<file path="src/pkg/epi_pkg.sv">
// Package: map, fields, states and types of the external bus pin interface
package epi_pkg;
  // ****************************************
  // Widths
  // ****************************************
  localparam int DATA_W  = 32; // Data bus pins
  localparam int PADDR_W = 27; // Location bus pins
  localparam int XADDR_W = 30; // Full external space
  localparam int AXI_AW  = 8;  // Register byte address
  localparam int BANK_LSB = 27; // Bank index bits
  localparam int REG_LSB  = 20; // 1 MB region grain

  // ****************************************
  // Register map and fields
  // ****************************************
  localparam logic [7:0] OFS_CTRL  = 8'h00;
  localparam logic [7:0] OFS_ADDR  = 8'h04;
  localparam logic [7:0] OFS_WDATA = 8'h08;
  localparam logic [7:0] OFS_RDATA = 8'h0C;
  localparam logic [7:0] OFS_STAT  = 8'h10;
  localparam logic [7:0] OFS_BANK  = 8'h20; // Eight words
  localparam int CTRL_GO = 0;
  localparam int CTRL_WR = 1;
  localparam int SB_BUSY = 0;
  localparam int SB_DONE = 1;
  localparam int SB_ERR  = 2;
  localparam int SB_HOLD = 3;
  localparam int SB_BOOT = 4; // Two bits
  localparam int SB_TEST = 6;
  localparam int BK_CYC_LSB  = 0;
  localparam int BK_WID_LSB  = 4;
  localparam int BK_SIZE_LSB = 8;
  localparam logic [1:0] RESP_OK     = 2'b00;
  localparam logic [1:0] RESP_SLVERR = 2'b10;

  // ****************************************
  // Encodings and reset values
  // ****************************************
  localparam logic [1:0] W8  = 2'b00;
  localparam logic [1:0] W16 = 2'b01;
  localparam logic [1:0] W32 = 2'b10;
  localparam logic [1:0] BOOT_16   = 2'b01;
  localparam logic [1:0] BOOT_32   = 2'b10;
  localparam logic [1:0] BOOT_TEST = 2'b11;
  localparam logic [31:0] MASK_8  = 32'h0000_00FF;
  localparam logic [31:0] MASK_16 = 32'h0000_FFFF;
  localparam logic [31:0] MASK_32 = 32'hFFFF_FFFF;
  localparam logic [3:0] CYC_RST    = 4'h7;
  localparam logic [3:0] CYC_MIN    = 4'h1;
  localparam logic [3:0] CYC_MAX    = 4'hF;
  localparam logic [2:0] SIZE_RST   = 3'h7;
  localparam logic [6:0] REGION_ALL = 7'h7F;
  localparam logic [7:0] SEL_IDLE   = 8'hFF;
  localparam logic [7:0] SEL_ONE    = 8'h01;
  localparam logic [1:0] STRAP_LAST = 2'h2;
  localparam logic [1:0] STRAP_DONE = 2'h3;
  // Sync vector: boot[35:34], hold req[33], extend[32], data
  localparam logic [35:0] SYNC_RST = 36'h3_0000_0000;

  typedef struct packed {
    logic [2:0] size;   // Region is 1 MB << size
    logic [1:0] width;  // Bus width code
    logic [3:0] cycles; // Strobe length control
  } epi_bank_s;

  typedef enum logic [2:0] {
    ST_IDLE   = 3'b000,
    ST_SETUP  = 3'b001,
    ST_STROBE = 3'b011,
    ST_FINISH = 3'b010,
    ST_GRANT  = 3'b110
  } epi_state_e;
endpackage

</file>
<file path="src/rtl/epi_top.sv">
// External bus pin interface with AXI4-Lite register access
`timescale 1ns/1ps
`default_nettype none
module epi_top (
  input  wire logic                       SYS_CLK_I,   // 125 MHz
  input  wire logic                       RST_I,       // Async, high
  input  wire logic [epi_pkg::AXI_AW-1:0] S_AWADDR_I,  // Write address
  input  wire logic                       S_AWVALID_I, // Write addr valid
  output var  logic                       S_AWREADY_O, // Write addr ready
  input  wire logic [epi_pkg::DATA_W-1:0] S_WDATA_I,   // Write data
  input  wire logic [3:0]                 S_WSTRB_I,   // Byte strobes
  input  wire logic                       S_WVALID_I,  // Write data valid
  output var  logic                       S_WREADY_O,  // Write data ready
  output var  logic [1:0]                 S_BRESP_O,   // Write response
  output var  logic                       S_BVALID_O,  // Response valid
  input  wire logic                       S_BREADY_I,  // Response ready
  input  wire logic [epi_pkg::AXI_AW-1:0] S_ARADDR_I,  // Read address
  input  wire logic                       S_ARVALID_I, // Read addr valid
  output var  logic                       S_ARREADY_O, // Read addr ready
  output var  logic [epi_pkg::DATA_W-1:0] S_RDATA_O,   // Read data
  output var  logic [1:0]                 S_RRESP_O,   // Read response
  output var  logic                       S_RVALID_O,  // Read valid
  input  wire logic                       S_RREADY_I,  // Read ready
  input  wire logic [1:0]                 BOOT_CONFIG_PINS_I,    // Straps
  output var  logic [epi_pkg::PADDR_W-1:0] ADDR_O,            // Location
  output var  logic                       BUS_OE_O,          // Pad enable
  input  wire logic [epi_pkg::DATA_W-1:0] DATA_I,            // Data in
  output var  logic [epi_pkg::DATA_W-1:0] DATA_O,            // Data out
  output var  logic                       DATA_OE_O,         // Data enable
  output var  logic [7:0]                 BANK_SELECT_N_O,   // Selects
  output var  logic                       WRITE_STROBE_N_O,  // Write
  output var  logic                       READ_STROBE_N_O,   // Read
  input  wire logic                       BUS_HOLD_REQUEST_N_I, // Request
  output var  logic                       BUS_HOLD_GRANT_N_O,   // Grant
  input  wire logic                       CYCLE_EXTEND_N_I      // Extend
);
  import epi_pkg::*;

  // ****************************************
  // Declarations
  // ****************************************
  logic [35:0] sync1_reg, sync2_reg;
  logic [1:0]  boot_s2;
  logic        req_s2, wait_s2;
  logic [31:0] din_s2;
  logic        aw_hold_reg, aw_hold_next, w_hold_reg, w_hold_next;
  logic [7:0]  awaddr_reg, awaddr_next;
  logic [31:0] wbuf_reg, wbuf_next;
  logic [3:0]  wstrb_reg, wstrb_next;
  logic        awready_reg, awready_next, wready_reg, wready_next;
  logic        bvalid_reg, bvalid_next, rvalid_reg, rvalid_next;
  logic        arready_reg, arready_next;
  logic [1:0]  bresp_reg, bresp_next, rresp_reg, rresp_next;
  logic [31:0] rbus_reg, rbus_next;
  logic        go_reg, go_next, dir_reg, dir_next;
  logic        done_reg, done_next, err_reg, err_next;
  logic [29:0] xaddr_reg, xaddr_next;
  logic [31:0] wdat_reg, wdat_next, rdat_reg, rdat_next;
  logic [1:0]  boot_reg, boot_next, strap_reg, strap_next, boot_w;
  epi_bank_s   bank_reg [8];
  epi_bank_s   bank_next [8];
  epi_state_e  state_reg, state_next;
  logic [3:0]  cnt_reg, cnt_next, lim;
  logic [26:0] pa_reg, pa_next;
  logic [7:0]  sel_reg, sel_next;
  logic [2:0]  cur_reg, cur_next, bank;
  logic        we_n_reg, we_n_next, oe_n_reg, oe_n_next;
  logic [31:0] dout_reg, dout_next;
  logic        doe_reg, doe_next, boe_reg, boe_next;
  logic        gnt_n_reg, gnt_n_next;
  logic        fsm_take, fsm_done, fsm_err, busy, hit, strap_take;
  logic [31:0] wv;

  // ****************************************
  // Pin synchronisers
  // ****************************************
  // Every pin input crosses two flops before any logic looks at it
  always_ff @(posedge SYS_CLK_I or posedge RST_I) begin
    if (RST_I) begin
      sync1_reg <= SYNC_RST;
      sync2_reg <= SYNC_RST;
    end else begin
      sync1_reg <= {BOOT_CONFIG_PINS_I, BUS_HOLD_REQUEST_N_I,
                    CYCLE_EXTEND_N_I, DATA_I};
      sync2_reg <= sync1_reg;
    end
  end
  assign {boot_s2, req_s2, wait_s2, din_s2} = sync2_reg;

  // Shared decode terms
  assign busy = (state_reg != ST_IDLE) || go_reg;
  assign bank = xaddr_reg[BANK_LSB+:3];
  assign hit = (xaddr_reg[BANK_LSB-1:REG_LSB] &
                7'(REGION_ALL << bank_reg[bank].size)) == 7'h00;
  assign lim = (bank_reg[cur_reg].cycles < CYC_MIN) ? CYC_MIN
             : bank_reg[cur_reg].cycles;
  assign strap_take = (strap_reg == STRAP_LAST);

  function automatic logic [31:0] lane_mask(input logic [1:0] w);
    lane_mask = (w == W8) ? MASK_8 : (w == W16) ? MASK_16 : MASK_32;
  endfunction

  function automatic logic mapped(input logic [7:0] a);
    mapped = (a[1:0] == 2'b00) &&
             ((a <= OFS_STAT) || (a[7:5] == OFS_BANK[7:5]));
  endfunction

  function automatic logic [31:0] rd_word(input logic [7:0] a);
    logic [31:0] w;
    w = 32'h0000_0000;
    case (a)
      OFS_CTRL: begin
        w[CTRL_GO] = go_reg;
        w[CTRL_WR] = dir_reg;
      end
      OFS_ADDR:  w[XADDR_W-1:0] = xaddr_reg;
      OFS_WDATA: w = wdat_reg;
      OFS_RDATA: w = rdat_reg;
      OFS_STAT: begin
        w[SB_BUSY] = busy;
        w[SB_DONE] = done_reg;
        w[SB_ERR] = err_reg;
        w[SB_HOLD] = ~gnt_n_reg;
        w[SB_BOOT+:2] = boot_reg;
        w[SB_TEST] = (boot_reg == BOOT_TEST);
      end
      default: begin
        if (a[7:5] == OFS_BANK[7:5]) begin
          w[BK_CYC_LSB+:4] = bank_reg[a[4:2]].cycles;
          w[BK_WID_LSB+:2] = bank_reg[a[4:2]].width;
          w[BK_SIZE_LSB+:3] = bank_reg[a[4:2]].size;
        end
      end
    endcase
    rd_word = w;
  endfunction

  // Strap code to bank-0 width; nand boot runs the bank at 8 bits
  always_comb begin
    case (boot_s2)
      BOOT_16: boot_w = W16;
      BOOT_32, BOOT_TEST: boot_w = W32;
      default: boot_w = W8;
    endcase
  end

  // ****************************************
  // AXI4-Lite slave and registers
  // ****************************************
  // Address and data are taken in either order; one write in flight
  always_comb begin
    aw_hold_next = aw_hold_reg;
    w_hold_next = w_hold_reg;
    awaddr_next = awaddr_reg;
    wbuf_next = wbuf_reg;
    wstrb_next = wstrb_reg;
    bvalid_next = bvalid_reg;
    bresp_next = bresp_reg;
    rvalid_next = rvalid_reg;
    rresp_next = rresp_reg;
    rbus_next = rbus_reg;
    go_next = go_reg & ~fsm_take;
    dir_next = dir_reg;
    done_next = done_reg;
    err_next = err_reg;
    xaddr_next = xaddr_reg;
    wdat_next = wdat_reg;
    boot_next = boot_reg;
    strap_next = strap_reg;
    bank_next = bank_reg;
    wv = rd_word(awaddr_reg);
    for (int i = 0; i < 4; i++) begin
      if (wstrb_reg[i]) wv[8*i+:8] = wbuf_reg[8*i+:8];
    end
    if (S_AWVALID_I && awready_reg) begin
      aw_hold_next = 1'b1;
      awaddr_next = S_AWADDR_I;
    end
    if (S_WVALID_I && wready_reg) begin
      w_hold_next = 1'b1;
      wbuf_next = S_WDATA_I;
      wstrb_next = S_WSTRB_I;
    end
    if (bvalid_reg && S_BREADY_I) bvalid_next = 1'b0;
    if (aw_hold_reg && w_hold_reg && !bvalid_reg) begin
      aw_hold_next = 1'b0;
      w_hold_next = 1'b0;
      bvalid_next = 1'b1;
      bresp_next = mapped(awaddr_reg) ? RESP_OK : RESP_SLVERR;
      case (awaddr_reg)
        // A start while busy is dropped so a running cycle stays intact
        OFS_CTRL: begin
          if (!busy) begin
            go_next = wv[CTRL_GO];
            dir_next = wv[CTRL_WR];
          end
        end
        OFS_ADDR:  xaddr_next = wv[XADDR_W-1:0];
        OFS_WDATA: wdat_next = wv;
        OFS_STAT: begin
          done_next = done_reg & ~wv[SB_DONE];
          err_next = err_reg & ~wv[SB_ERR];
        end
        default: begin
          if (mapped(awaddr_reg) && awaddr_reg[7:5] == OFS_BANK[7:5]) begin
            bank_next[awaddr_reg[4:2]].cycles = wv[BK_CYC_LSB+:4];
            bank_next[awaddr_reg[4:2]].width = wv[BK_WID_LSB+:2];
            bank_next[awaddr_reg[4:2]].size = wv[BK_SIZE_LSB+:3];
          end
        end
      endcase
    end
    // Hardware set beats a software clear in the same cycle
    if (fsm_done) done_next = 1'b1;
    if (fsm_err) err_next = 1'b1;
    if (rvalid_reg && S_RREADY_I) rvalid_next = 1'b0;
    if (S_ARVALID_I && arready_reg) begin
      rvalid_next = 1'b1;
      rbus_next = rd_word(S_ARADDR_I);
      rresp_next = mapped(S_ARADDR_I) ? RESP_OK : RESP_SLVERR;
    end
    // Straps are caught once the synchroniser holds them after release
    if (strap_reg != STRAP_DONE) strap_next = strap_reg + 2'h1;
    if (strap_take) begin
      boot_next = boot_s2;
      bank_next[0].width = boot_w;
    end
    awready_next = !aw_hold_next && !bvalid_next;
    wready_next = !w_hold_next && !bvalid_next;
    arready_next = !rvalid_next;
  end

  always_ff @(posedge SYS_CLK_I or posedge RST_I) begin
    if (RST_I) begin
      {aw_hold_reg, w_hold_reg, bvalid_reg, rvalid_reg} <= 4'h0;
      {awready_reg, wready_reg, arready_reg} <= 3'h0;
      {go_reg, dir_reg, done_reg, err_reg} <= 4'h0;
      awaddr_reg <= 8'h00;
      wbuf_reg <= 32'h0000_0000;
      wstrb_reg <= 4'h0;
      bresp_reg <= RESP_OK;
      rresp_reg <= RESP_OK;
      rbus_reg <= 32'h0000_0000;
      xaddr_reg <= 30'h0000_0000;
      wdat_reg <= 32'h0000_0000;
      boot_reg <= 2'h0;
      strap_reg <= 2'h0;
      for (int i = 0; i < 8; i++) begin
        bank_reg[i] <= '{size: SIZE_RST, width: W32, cycles: CYC_RST};
      end
    end else begin
      {aw_hold_reg, w_hold_reg, bvalid_reg, rvalid_reg} <=
        {aw_hold_next, w_hold_next, bvalid_next, rvalid_next};
      {awready_reg, wready_reg, arready_reg} <=
        {awready_next, wready_next, arready_next};
      {go_reg, dir_reg, done_reg, err_reg} <=
        {go_next, dir_next, done_next, err_next};
      awaddr_reg <= awaddr_next;
      wbuf_reg <= wbuf_next;
      wstrb_reg <= wstrb_next;
      bresp_reg <= bresp_next;
      rresp_reg <= rresp_next;
      rbus_reg <= rbus_next;
      xaddr_reg <= xaddr_next;
      wdat_reg <= wdat_next;
      boot_reg <= boot_next;
      strap_reg <= strap_next;
      bank_reg <= bank_next;
    end
  end

  // ****************************************
  // External bus sequencer
  // ****************************************
  // Hold requests are served only between cycles, never mid-cycle
  always_comb begin
    state_next = state_reg;
    cnt_next = cnt_reg;
    pa_next = pa_reg;
    sel_next = sel_reg;
    cur_next = cur_reg;
    we_n_next = we_n_reg;
    oe_n_next = oe_n_reg;
    dout_next = dout_reg;
    doe_next = doe_reg;
    boe_next = boe_reg;
    gnt_n_next = gnt_n_reg;
    rdat_next = rdat_reg;
    fsm_take = 1'b0;
    fsm_done = 1'b0;
    fsm_err = 1'b0;
    case (state_reg)
      ST_IDLE: begin
        if (!req_s2) begin
          state_next = ST_GRANT;
          boe_next = 1'b0;
        end else if (go_reg) begin
          fsm_take = 1'b1;
          if (!hit) begin
            fsm_err = 1'b1;
            fsm_done = 1'b1;
          end else begin
            state_next = ST_SETUP;
            pa_next = xaddr_reg[PADDR_W-1:0];
            sel_next = ~(SEL_ONE << bank);
            cur_next = bank;
            cnt_next = 4'h0;
            doe_next = dir_reg;
            dout_next = wdat_reg & lane_mask(bank_reg[bank].width);
          end
        end
      end
      ST_SETUP: begin
        state_next = ST_STROBE;
        we_n_next = ~dir_reg;
        oe_n_next = dir_reg;
      end
      ST_STROBE: begin
        if (cnt_reg != CYC_MAX) cnt_next = cnt_reg + 4'h1;
        if (cnt_reg >= lim && wait_s2) begin
          state_next = ST_FINISH;
          we_n_next = 1'b1;
          oe_n_next = 1'b1;
        end
      end
      ST_FINISH: begin
        state_next = ST_IDLE;
        sel_next = SEL_IDLE;
        doe_next = 1'b0;
        fsm_done = 1'b1;
        // Sample lags the pin by two flops, still inside the strobe
        if (!dir_reg) rdat_next = din_s2 & lane_mask(bank_reg[cur_reg].width);
      end
      ST_GRANT: begin
        if (!req_s2) begin
          gnt_n_next = 1'b0;
        end else begin
          gnt_n_next = 1'b1;
          if (gnt_n_reg) begin
            state_next = ST_IDLE;
            boe_next = 1'b1;
          end
        end
      end
      default: state_next = ST_IDLE;
    endcase
  end

  always_ff @(posedge SYS_CLK_I or posedge RST_I) begin
    if (RST_I) begin
      state_reg <= ST_IDLE;
      cnt_reg <= 4'h0;
      pa_reg <= 27'h000_0000;
      sel_reg <= SEL_IDLE;
      cur_reg <= 3'h0;
      {we_n_reg, oe_n_reg, gnt_n_reg, boe_reg, doe_reg} <= 5'b11110;
      dout_reg <= 32'h0000_0000;
      rdat_reg <= 32'h0000_0000;
    end else begin
      state_reg <= state_next;
      cnt_reg <= cnt_next;
      pa_reg <= pa_next;
      sel_reg <= sel_next;
      cur_reg <= cur_next;
      {we_n_reg, oe_n_reg, gnt_n_reg, boe_reg, doe_reg} <=
        {we_n_next, oe_n_next, gnt_n_next, boe_next, doe_next};
      dout_reg <= dout_next;
      rdat_reg <= rdat_next;
    end
  end

  // ****************************************
  // Outputs
  // ****************************************
  assign S_AWREADY_O = awready_reg;
  assign S_WREADY_O = wready_reg;
  assign S_BVALID_O = bvalid_reg;
  assign S_BRESP_O = bresp_reg;
  assign S_ARREADY_O = arready_reg;
  assign S_RVALID_O = rvalid_reg;
  assign S_RDATA_O = rbus_reg;
  assign S_RRESP_O = rresp_reg;
  assign ADDR_O = pa_reg;
  assign BANK_SELECT_N_O = sel_reg;
  assign WRITE_STROBE_N_O = we_n_reg;
  assign READ_STROBE_N_O = oe_n_reg;
  assign DATA_O = dout_reg;
  assign DATA_OE_O = doe_reg;
  assign BUS_OE_O = boe_reg;
  assign BUS_HOLD_GRANT_N_O = gnt_n_reg;
endmodule // epi_top
`default_nettype wire

</file>
<file path="config.mk">
export PLATFORM = sky130hd
export DESIGN_NAME = epi_top
export DESIGN_NICKNAME = d
export VERILOG_FILES = /design/src/pkg/epi_pkg.sv /design/src/rtl/epi_top.sv
export SDC_FILE = /design/constraint.sdc
export NUM_CORES = 1
export LEC_CHECK = 0
export BUFFER_PORTS_ARGS = -buffer_cell sky130_fd_sc_hd__buf_4
export CAP_MARGIN = 10
export CORE_UTILIZATION = 36
export CTS_CLUSTER_SIZE = 24
export DETAILED_ROUTE_END_ITERATION = 10
export GPL_ROUTABILITY_DRIVEN = 0
export GPL_TIMING_DRIVEN = 0
export PLACE_DENSITY = 0.57
export SLEW_MARGIN = 20
export SYNTH_ARGS = -nofsm -noshare
export SYNTH_HDL_FRONTEND = slang
export SYNTH_SLANG_ARGS = --single-unit
</file>
<file path="constraint.sdc">
create_clock -name SYS_CLK_I -period 17.15 [get_ports SYS_CLK_I]
set_clock_uncertainty 0.15 [all_clocks]
set_input_delay 1.715 -clock SYS_CLK_I [delete_from_list [all_inputs] [get_ports SYS_CLK_I]]
set_output_delay 1.715 -clock SYS_CLK_I [all_outputs]
set_load 0.005 [all_outputs]
</file>
# [After elaboration in Yosys (flattened, before gate mapping)]
# Cells that the tools add are included.
[classes] order_cmp=9 reduce_logical=60 shifts=2 eq_ne=35 bitwise_logic=18 mux=108 add_sub_neg=2
[op_table] cell="bitwise mux 72 bit" n=3
[op_table] cell="2-to-1 mux 69 bit" n=3
[op_table] cell="2-to-1 mux 32 bit" n=4
[op_table] cell="case mux 19 bit (3 select lines)" n=2
[op_table] cell="binary-select mux 9 bit (select 3 bit)" n=4
[op_table] cell="demux 9 bit (select 3 bit)" n=3
[op_table] cell="bitwise AND 32 bit" n=2
[op_table] cell="2-to-1 mux 9 bit" n=7
[op_table] cell="2-to-1 mux 8 bit" n=7
[op_table] cell="case mux 4 bit (5 select lines)" n=2
[op_table] cell="case mux 3 bit (4 select lines)" n=3
[op_table] cell="equality test 8 x 4 -> 1 bit (second input constant)" n=4
[op_table] cell="2-to-1 mux 1 bit" n=32
[op_table] cell="2-to-1 mux 6 bit" n=5
[op_table] cell="2-to-1 mux 3 bit" n=8
[op_table] cell="2-to-1 mux 4 bit" n=6
[op_table] cell="!= test 2 bit (second input constant)" n=10
[op_table] cell="case mux 2 bit (5 select lines)" n=2
[op_table] cell="nonzero test 2 bit" n=10
[op_table] cell="equality test 8 x 3 -> 1 bit (second input constant)" n=2
[op_table] cell="equality test 8 x 5 -> 1 bit (second input constant)" n=2
[op_table] cell=">= comparator 4 bit (second input constant)" n=4
[op_table] cell="<= comparator 8 x 5 -> 1 bit (second input constant)" n=2
[op_table] cell="logical NOT 8 bit" n=2
[op_table] cell="39 further kinds" n=105
[word_totals] wordCells=294 input_bits=95 output_inout_bits=113 register_bits=415

# [Longest topological paths before layout]
[logic_depth] ltp_word=14 depth_mapped=13 ltp_nobuf=12

# [Worst setup path after synthesis]
# OpenSTA, ideal clock, no wires.
[synth_timing] path_type="input-to-reg" start="input port S_ARADDR_I[2] (netlist name)" end="register rbus_reg[0], in the netlist S_RDATA_O[0]" required_ns=16.879 path_stages=7 path_buffers=3 setup_time_ns=0.121 t_arrival_ns=3.563 setup_slack_ns=13.316 path_cell_list="buf_2 -> buf_1 -> clkbuf_1 -> mux2_2 -> a22oi_1 -> o21ai_0 -> o22a_1"
[synth_between] elab_chain_len=6 word_cells_on_any_way=11 cone_classes="4 x eq/ne; 5 x mux; 1 x bitwise; 1 x reduce/logical"
[synth_lines] item="from (decl)" line_no="epi_top.sv:17" text="input wire logic [epi_pkg::AXI_AW-1:0] S_ARADDR_I,"
[synth_lines] item="NOT 3 -> 4 bit (implied by the code)" line_no="epi_top.sv:129" text="w[BK_CYC_LSB+:4] = bank_reg[a[4:2]].cycles;"
[synth_lines] item="binary-select mux 9 bit (select 3 bit)" line_no="epi_top.sv:129"
[synth_lines] item="2-to-1 mux 9 bit (2 in a row)"
[synth_lines] item="2-to-1 mux 6 bit" line_no="epi_top.sv:128" text="if (a[7:5] == OFS_BANK[7:5]) begin"
[synth_lines] item="case mux 2 bit (5 select lines) *" line_no="epi_top.sv:111" text="case (a)"
[synth_lines] item="to (signal assigned)" line_no="epi_top.sv:263" text="rbus_reg <= rbus_next;"
[synth_lines] item="to (decl)" line_no="epi_top.sv:54" text="logic [31:0] rbus_reg, rbus_next;"
# Mark *: on every way between the ends. The rest lies on a longest branch, timed or not. The select of a mux whose other input is x is not followed.
# A chain may end at the register's enable or synchronous reset.

# [Worst setup path in the final report]
[layout_timing] start="register awaddr_reg[4]" end="register bank_reg[71] (netlist name)"
[layout_between] elab_chain_len=8 word_cells_on_any_way=30 cone_classes="3 x order compare; 4 x eq/ne; 13 x mux; 2 x bitwise; 8 x reduce/logical"
[layout_lines] item="from (decl)" line_no="epi_top.sv:47" text="logic [7:0] awaddr_reg, awaddr_next;"
[layout_lines] item="from (signal assigned)" line_no="epi_top.sv:258" text="awaddr_reg <= awaddr_next;"
[layout_lines] item="NOT 3 -> 4 bit (implied by the code)"
[layout_lines] item="binary-select mux 9 bit (select 3 bit)" line_no="epi_top.sv:131" text="w[BK_SIZE_LSB+:3] = bank_reg[a[4:2]].size;"
[layout_lines] item="2-to-1 mux 9 bit (implied by the code) (2 in a row)" line_no="epi_top.sv:131"
[layout_lines] item="2-to-1 mux 3 bit" line_no="epi_top.sv:128"
[layout_lines] item="case mux 3 bit (4 select lines)" line_no="epi_top.sv:111"
[layout_lines] item="2-to-1 mux 8 bit" line_no="epi_top.sv:173" text="if (wstrb_reg[i]) wv[8*i+:8] = wbuf_reg[8*i+:8];"
[layout_lines] item="bitwise mux 72 bit" line_no="epi_top.sv:208" text="bank_next[awaddr_reg[4:2]].size = wv[BK_SIZE_LSB+:3];"
[layout_lines] item="to (signal, indexed assignment)" line_no="epi_top.sv:249" text="bank_reg[i] <= '{size: SIZE_RST, width: W32, cycles: CYC_RST};"
[layout_lines] item="to (signal assigned)" line_no="epi_top.sv:268" text="bank_reg <= bank_next;"
[layout_lines] item="to (decl)" line_no="epi_top.sv:60" text="epi_bank_s bank_reg [8];"
# Parallel ways exist; a longest one is shown, timed or not. The select of a mux whose other input is x is not followed.

==> impl_metrics.toml <==
[drt]
drc = 0
drt-initial-drc-count = 1521
wire_per_inst_um = 24.1
vias_per_cell = 5.65
first_pass_iters = 5
drtAntennaViolNets = 0
routed_wl_mm = 61.2
vias = 14368

[clock_network]
cts_resized = 0
ctsRootBufferMaster = "clkbuf_16"
clk_latency_ns = 0.58
clock_path_buffers = 3
cts_setup_buffers = 0
clkTransAtPathRegs_ns = 0.06
cts_made_buffers = 45
htree_levels = 2
holdBufCountCts = 0
cts_tree = "built"
cts_sinks = 413

[finish]
final_area_mm2 = 0.0226
syn_to_final_growth_pct = 21.8
layout-drive-gt1-share_pct = 32.9
nets = 1939
antenna_cells = 0
largest_register_ff_count = 72

[sta]
worstMarginPinSlew_ns = 1.15
max_freq_mhz = 217
setup_viol = 0
fin_tns_setup_ns = 0
finalWorstPathRequiredPeriod_ns = 4.61
maxSlewHeadroom_pct = 23.6
finalMaxSlewViolations = 0
grt_setup_unrepaired = "false"
fin_crit_sh_pct = 26.9
hold_viol_final = 0

[synth]
yosys_warnings = 0
postSynthCellCount = 1579
ys_seq_area_share_pct = 56.2
syn_area_per_cell_um2 = 11.7
ys_async_sr_fraction_pct = 100
synth_edf_count = 0
ys_types = 60
ys_seq_elements = 413
synth_area_mm2 = 0.0186
ys.flop_type = "dfrtp_1"

[floorplanning]
core_mm2 = 0.0505
rows = 82
num_io_pins = 208
die_area_mm2 = 0.0524
die_w_um = 229
initial_core_util_pct = 36.8
die_h_um = 229

[worst_setup_path]
path_class = "reg2reg"
worstSetupStartpointType = "flip-flop"
cp.required_ns = 17.45
path_max_fanout = 10
arrival_ns = 4.90
cp-end-kind = "flip-flop"

[power]
p_per_area_mw_per_mm2 = 140
p_leak_nw = 10.1
irDropWorstVdd_mv = 0.0697
finalPower_mw = 3.17

[grt]
grt.total_usage_pct = 23.3
grt_max_degree = 109
grt_pass1_wl_mm = 91.6
grt_pass1_vias = 14140
antenna_found_initial = 1
overflow = 0

[place]
placed_area_mm2 = 0.0211
dp_hpwl_mm = 44.3
numPortBuffers = 204

[status]
status = "finished clean"

[min_path]
hp-class = "reg2reg"

[flow_run]
cap_violations = 0
placed cells by master, fill, tap and decap left out, types with 4 or more instances in the layout:
cell        instances
clkbuf_1           82
buf_2              16
o221ai_1            4
nor2b_1            14
o21a_1              6
nand2_1           281
a22oi_1            50
inv_1               8
clkinv_2            7
o22a_1              6
ha_1                7
mux2i_1            45
bufinv_16           4
a22o_1             28
nand2b_1            5
o31ai_1             5
a21oi_1            52
nor2_1             58
a41oi_1             4
nand3_1            34
dfstp_2            72
mux2_2            170
buf_4             217
clkinvlp_4          5
mux4_2             52
clkbuf_8            8
clkbuf_16          47
nor3_1             38
a221oi_1            8
or3_1               5
a31oi_1             7
buf_16              4
o21ai_0           107
a211oi_1            5
a211o_1             5
buf_1              12
dfrtp_1           341
worst paths after layout:
| kind | startpoint | to | slack [ns] | cells after the start |
|---|---|---|---|---|
| hold / removal | sync1_reg[27]$_DFF_PP0_ | sync2_reg[27]$_DFF_PP0_ | 0.19 | 0 |
| setup / recovery | awaddr_reg[4]$_DFFE_PP0P_ | bank_reg[71]$_DFFE_PP1P_ | 12.54 | 9 |
| setup reg to reg | awaddr_reg[4]$_DFFE_PP0P_ | bank_reg[71]$_DFFE_PP1P_ | 12.54 | 9 |
| min in group asynchronous | RST_I | sync1_reg[35]$_DFF_PP0_ | 1.02 | 2 |
| max in group asynchronous | RST_I | BANK_SELECT_N_O[6]$_DFFE_PP1P_ | 14.20 | 5 |
| hold reg to reg | sync1_reg[27]$_DFF_PP0_ | sync2_reg[27]$_DFF_PP0_ | 0.19 | 0 |
layer usage:
metal	track usage [%]	share of wire, %	vias up	routed length (um)
li1	-	-	6193	-
met1	34.1	45	7356	27600
met2	33.9	43	713	26400
met3	5.64	9.2	104	5650
met4	7.44	2.6	2	1580
met5	0	0.031	-	19
area by class of cell:
| class | count | area [um^2] |
|---|---|---|
| plain buffers | 112 | 484 |
| clock buffers | 64 | 1320 |
| clock inverters | 18 | 210 |
| fillers | 4734 | 27900 |
| inverters | 10 | 45.0 |
| multi-input cells | 1045 | 7620 |
| flip-flops and latches | 413 | 10400 |
| well taps | 672 | 841 |
| repair buffers | 210 | 1650 |
kinds of logic after synthesis:
kind of cell             after synthesis  share of synthesized area, %
XOR/XNOR                               3                         0.142
adder cells (fa/ha/maj)                7                         0.472
AO/OA/AOI/OAI                        311                          10.8
flip-flops                           413                          56.2
other                                  1                        0.0202
multiplexers                         268                          19.1
AND/OR/NAND/NOR                      454                          10.4
buffers and inverters                122                          2.81
critical path, stage by stage (launching register included):
cell      delay (ns)
dfrtp_1         0.32
clkbuf_1        0.51
clkbuf_1        0.55
clkbuf_1        0.69
o21ai_0         0.25
and2_1          0.30
a21oi_1         0.38
a311oi_1        0.12
a21oi_1         0.92
o21ai_0         0.26
report_power, final:
part | total, mW | internal [mW] | switching, mW
combinational | 0.855 | 0.351 | 0.504
clock | 1.01 | 0.597 | 0.410
sequential | 1.31 | 1.16 | 0.153
through the flow:
stage	utilization, %	instances	setup slack, ns	hold WS [ns]
floorplan	-	1580	3.91	0.181
global placement	41.5	2456	-0.565	0.185
detailed placement	41.7	2462	12.45	0.185
CTS	44.8	2544	12.77	0.198
global route	44.8	2544	12.55	0.203
finish	44.8	2544	12.54	0.194
synthesized netlist by cell type (28+ instances only):
| master | number | area [um^2] |
|---|---|---|
| dfstp_2 | 72 | 1890 |
| mux2i_1 | 45 | 450 |
| o21ai_0 | 107 | 536 |
| nor3_1 | 38 | 190 |
| nor2_1 | 58 | 218 |
| mux2_2 | 170 | 1910 |
| a22o_1 | 28 | 245 |
| nand2_1 | 281 | 1050 |
| mux4_2 | 52 | 1170 |
| nand3_1 | 34 | 170 |
| dfrtp_1 | 341 | 8530 |
| a22oi_1 | 50 | 375 |
| clkbuf_1 | 73 | 274 |
| a21oi_1 | 52 | 260 |
(Power assumes the default switching activity.)
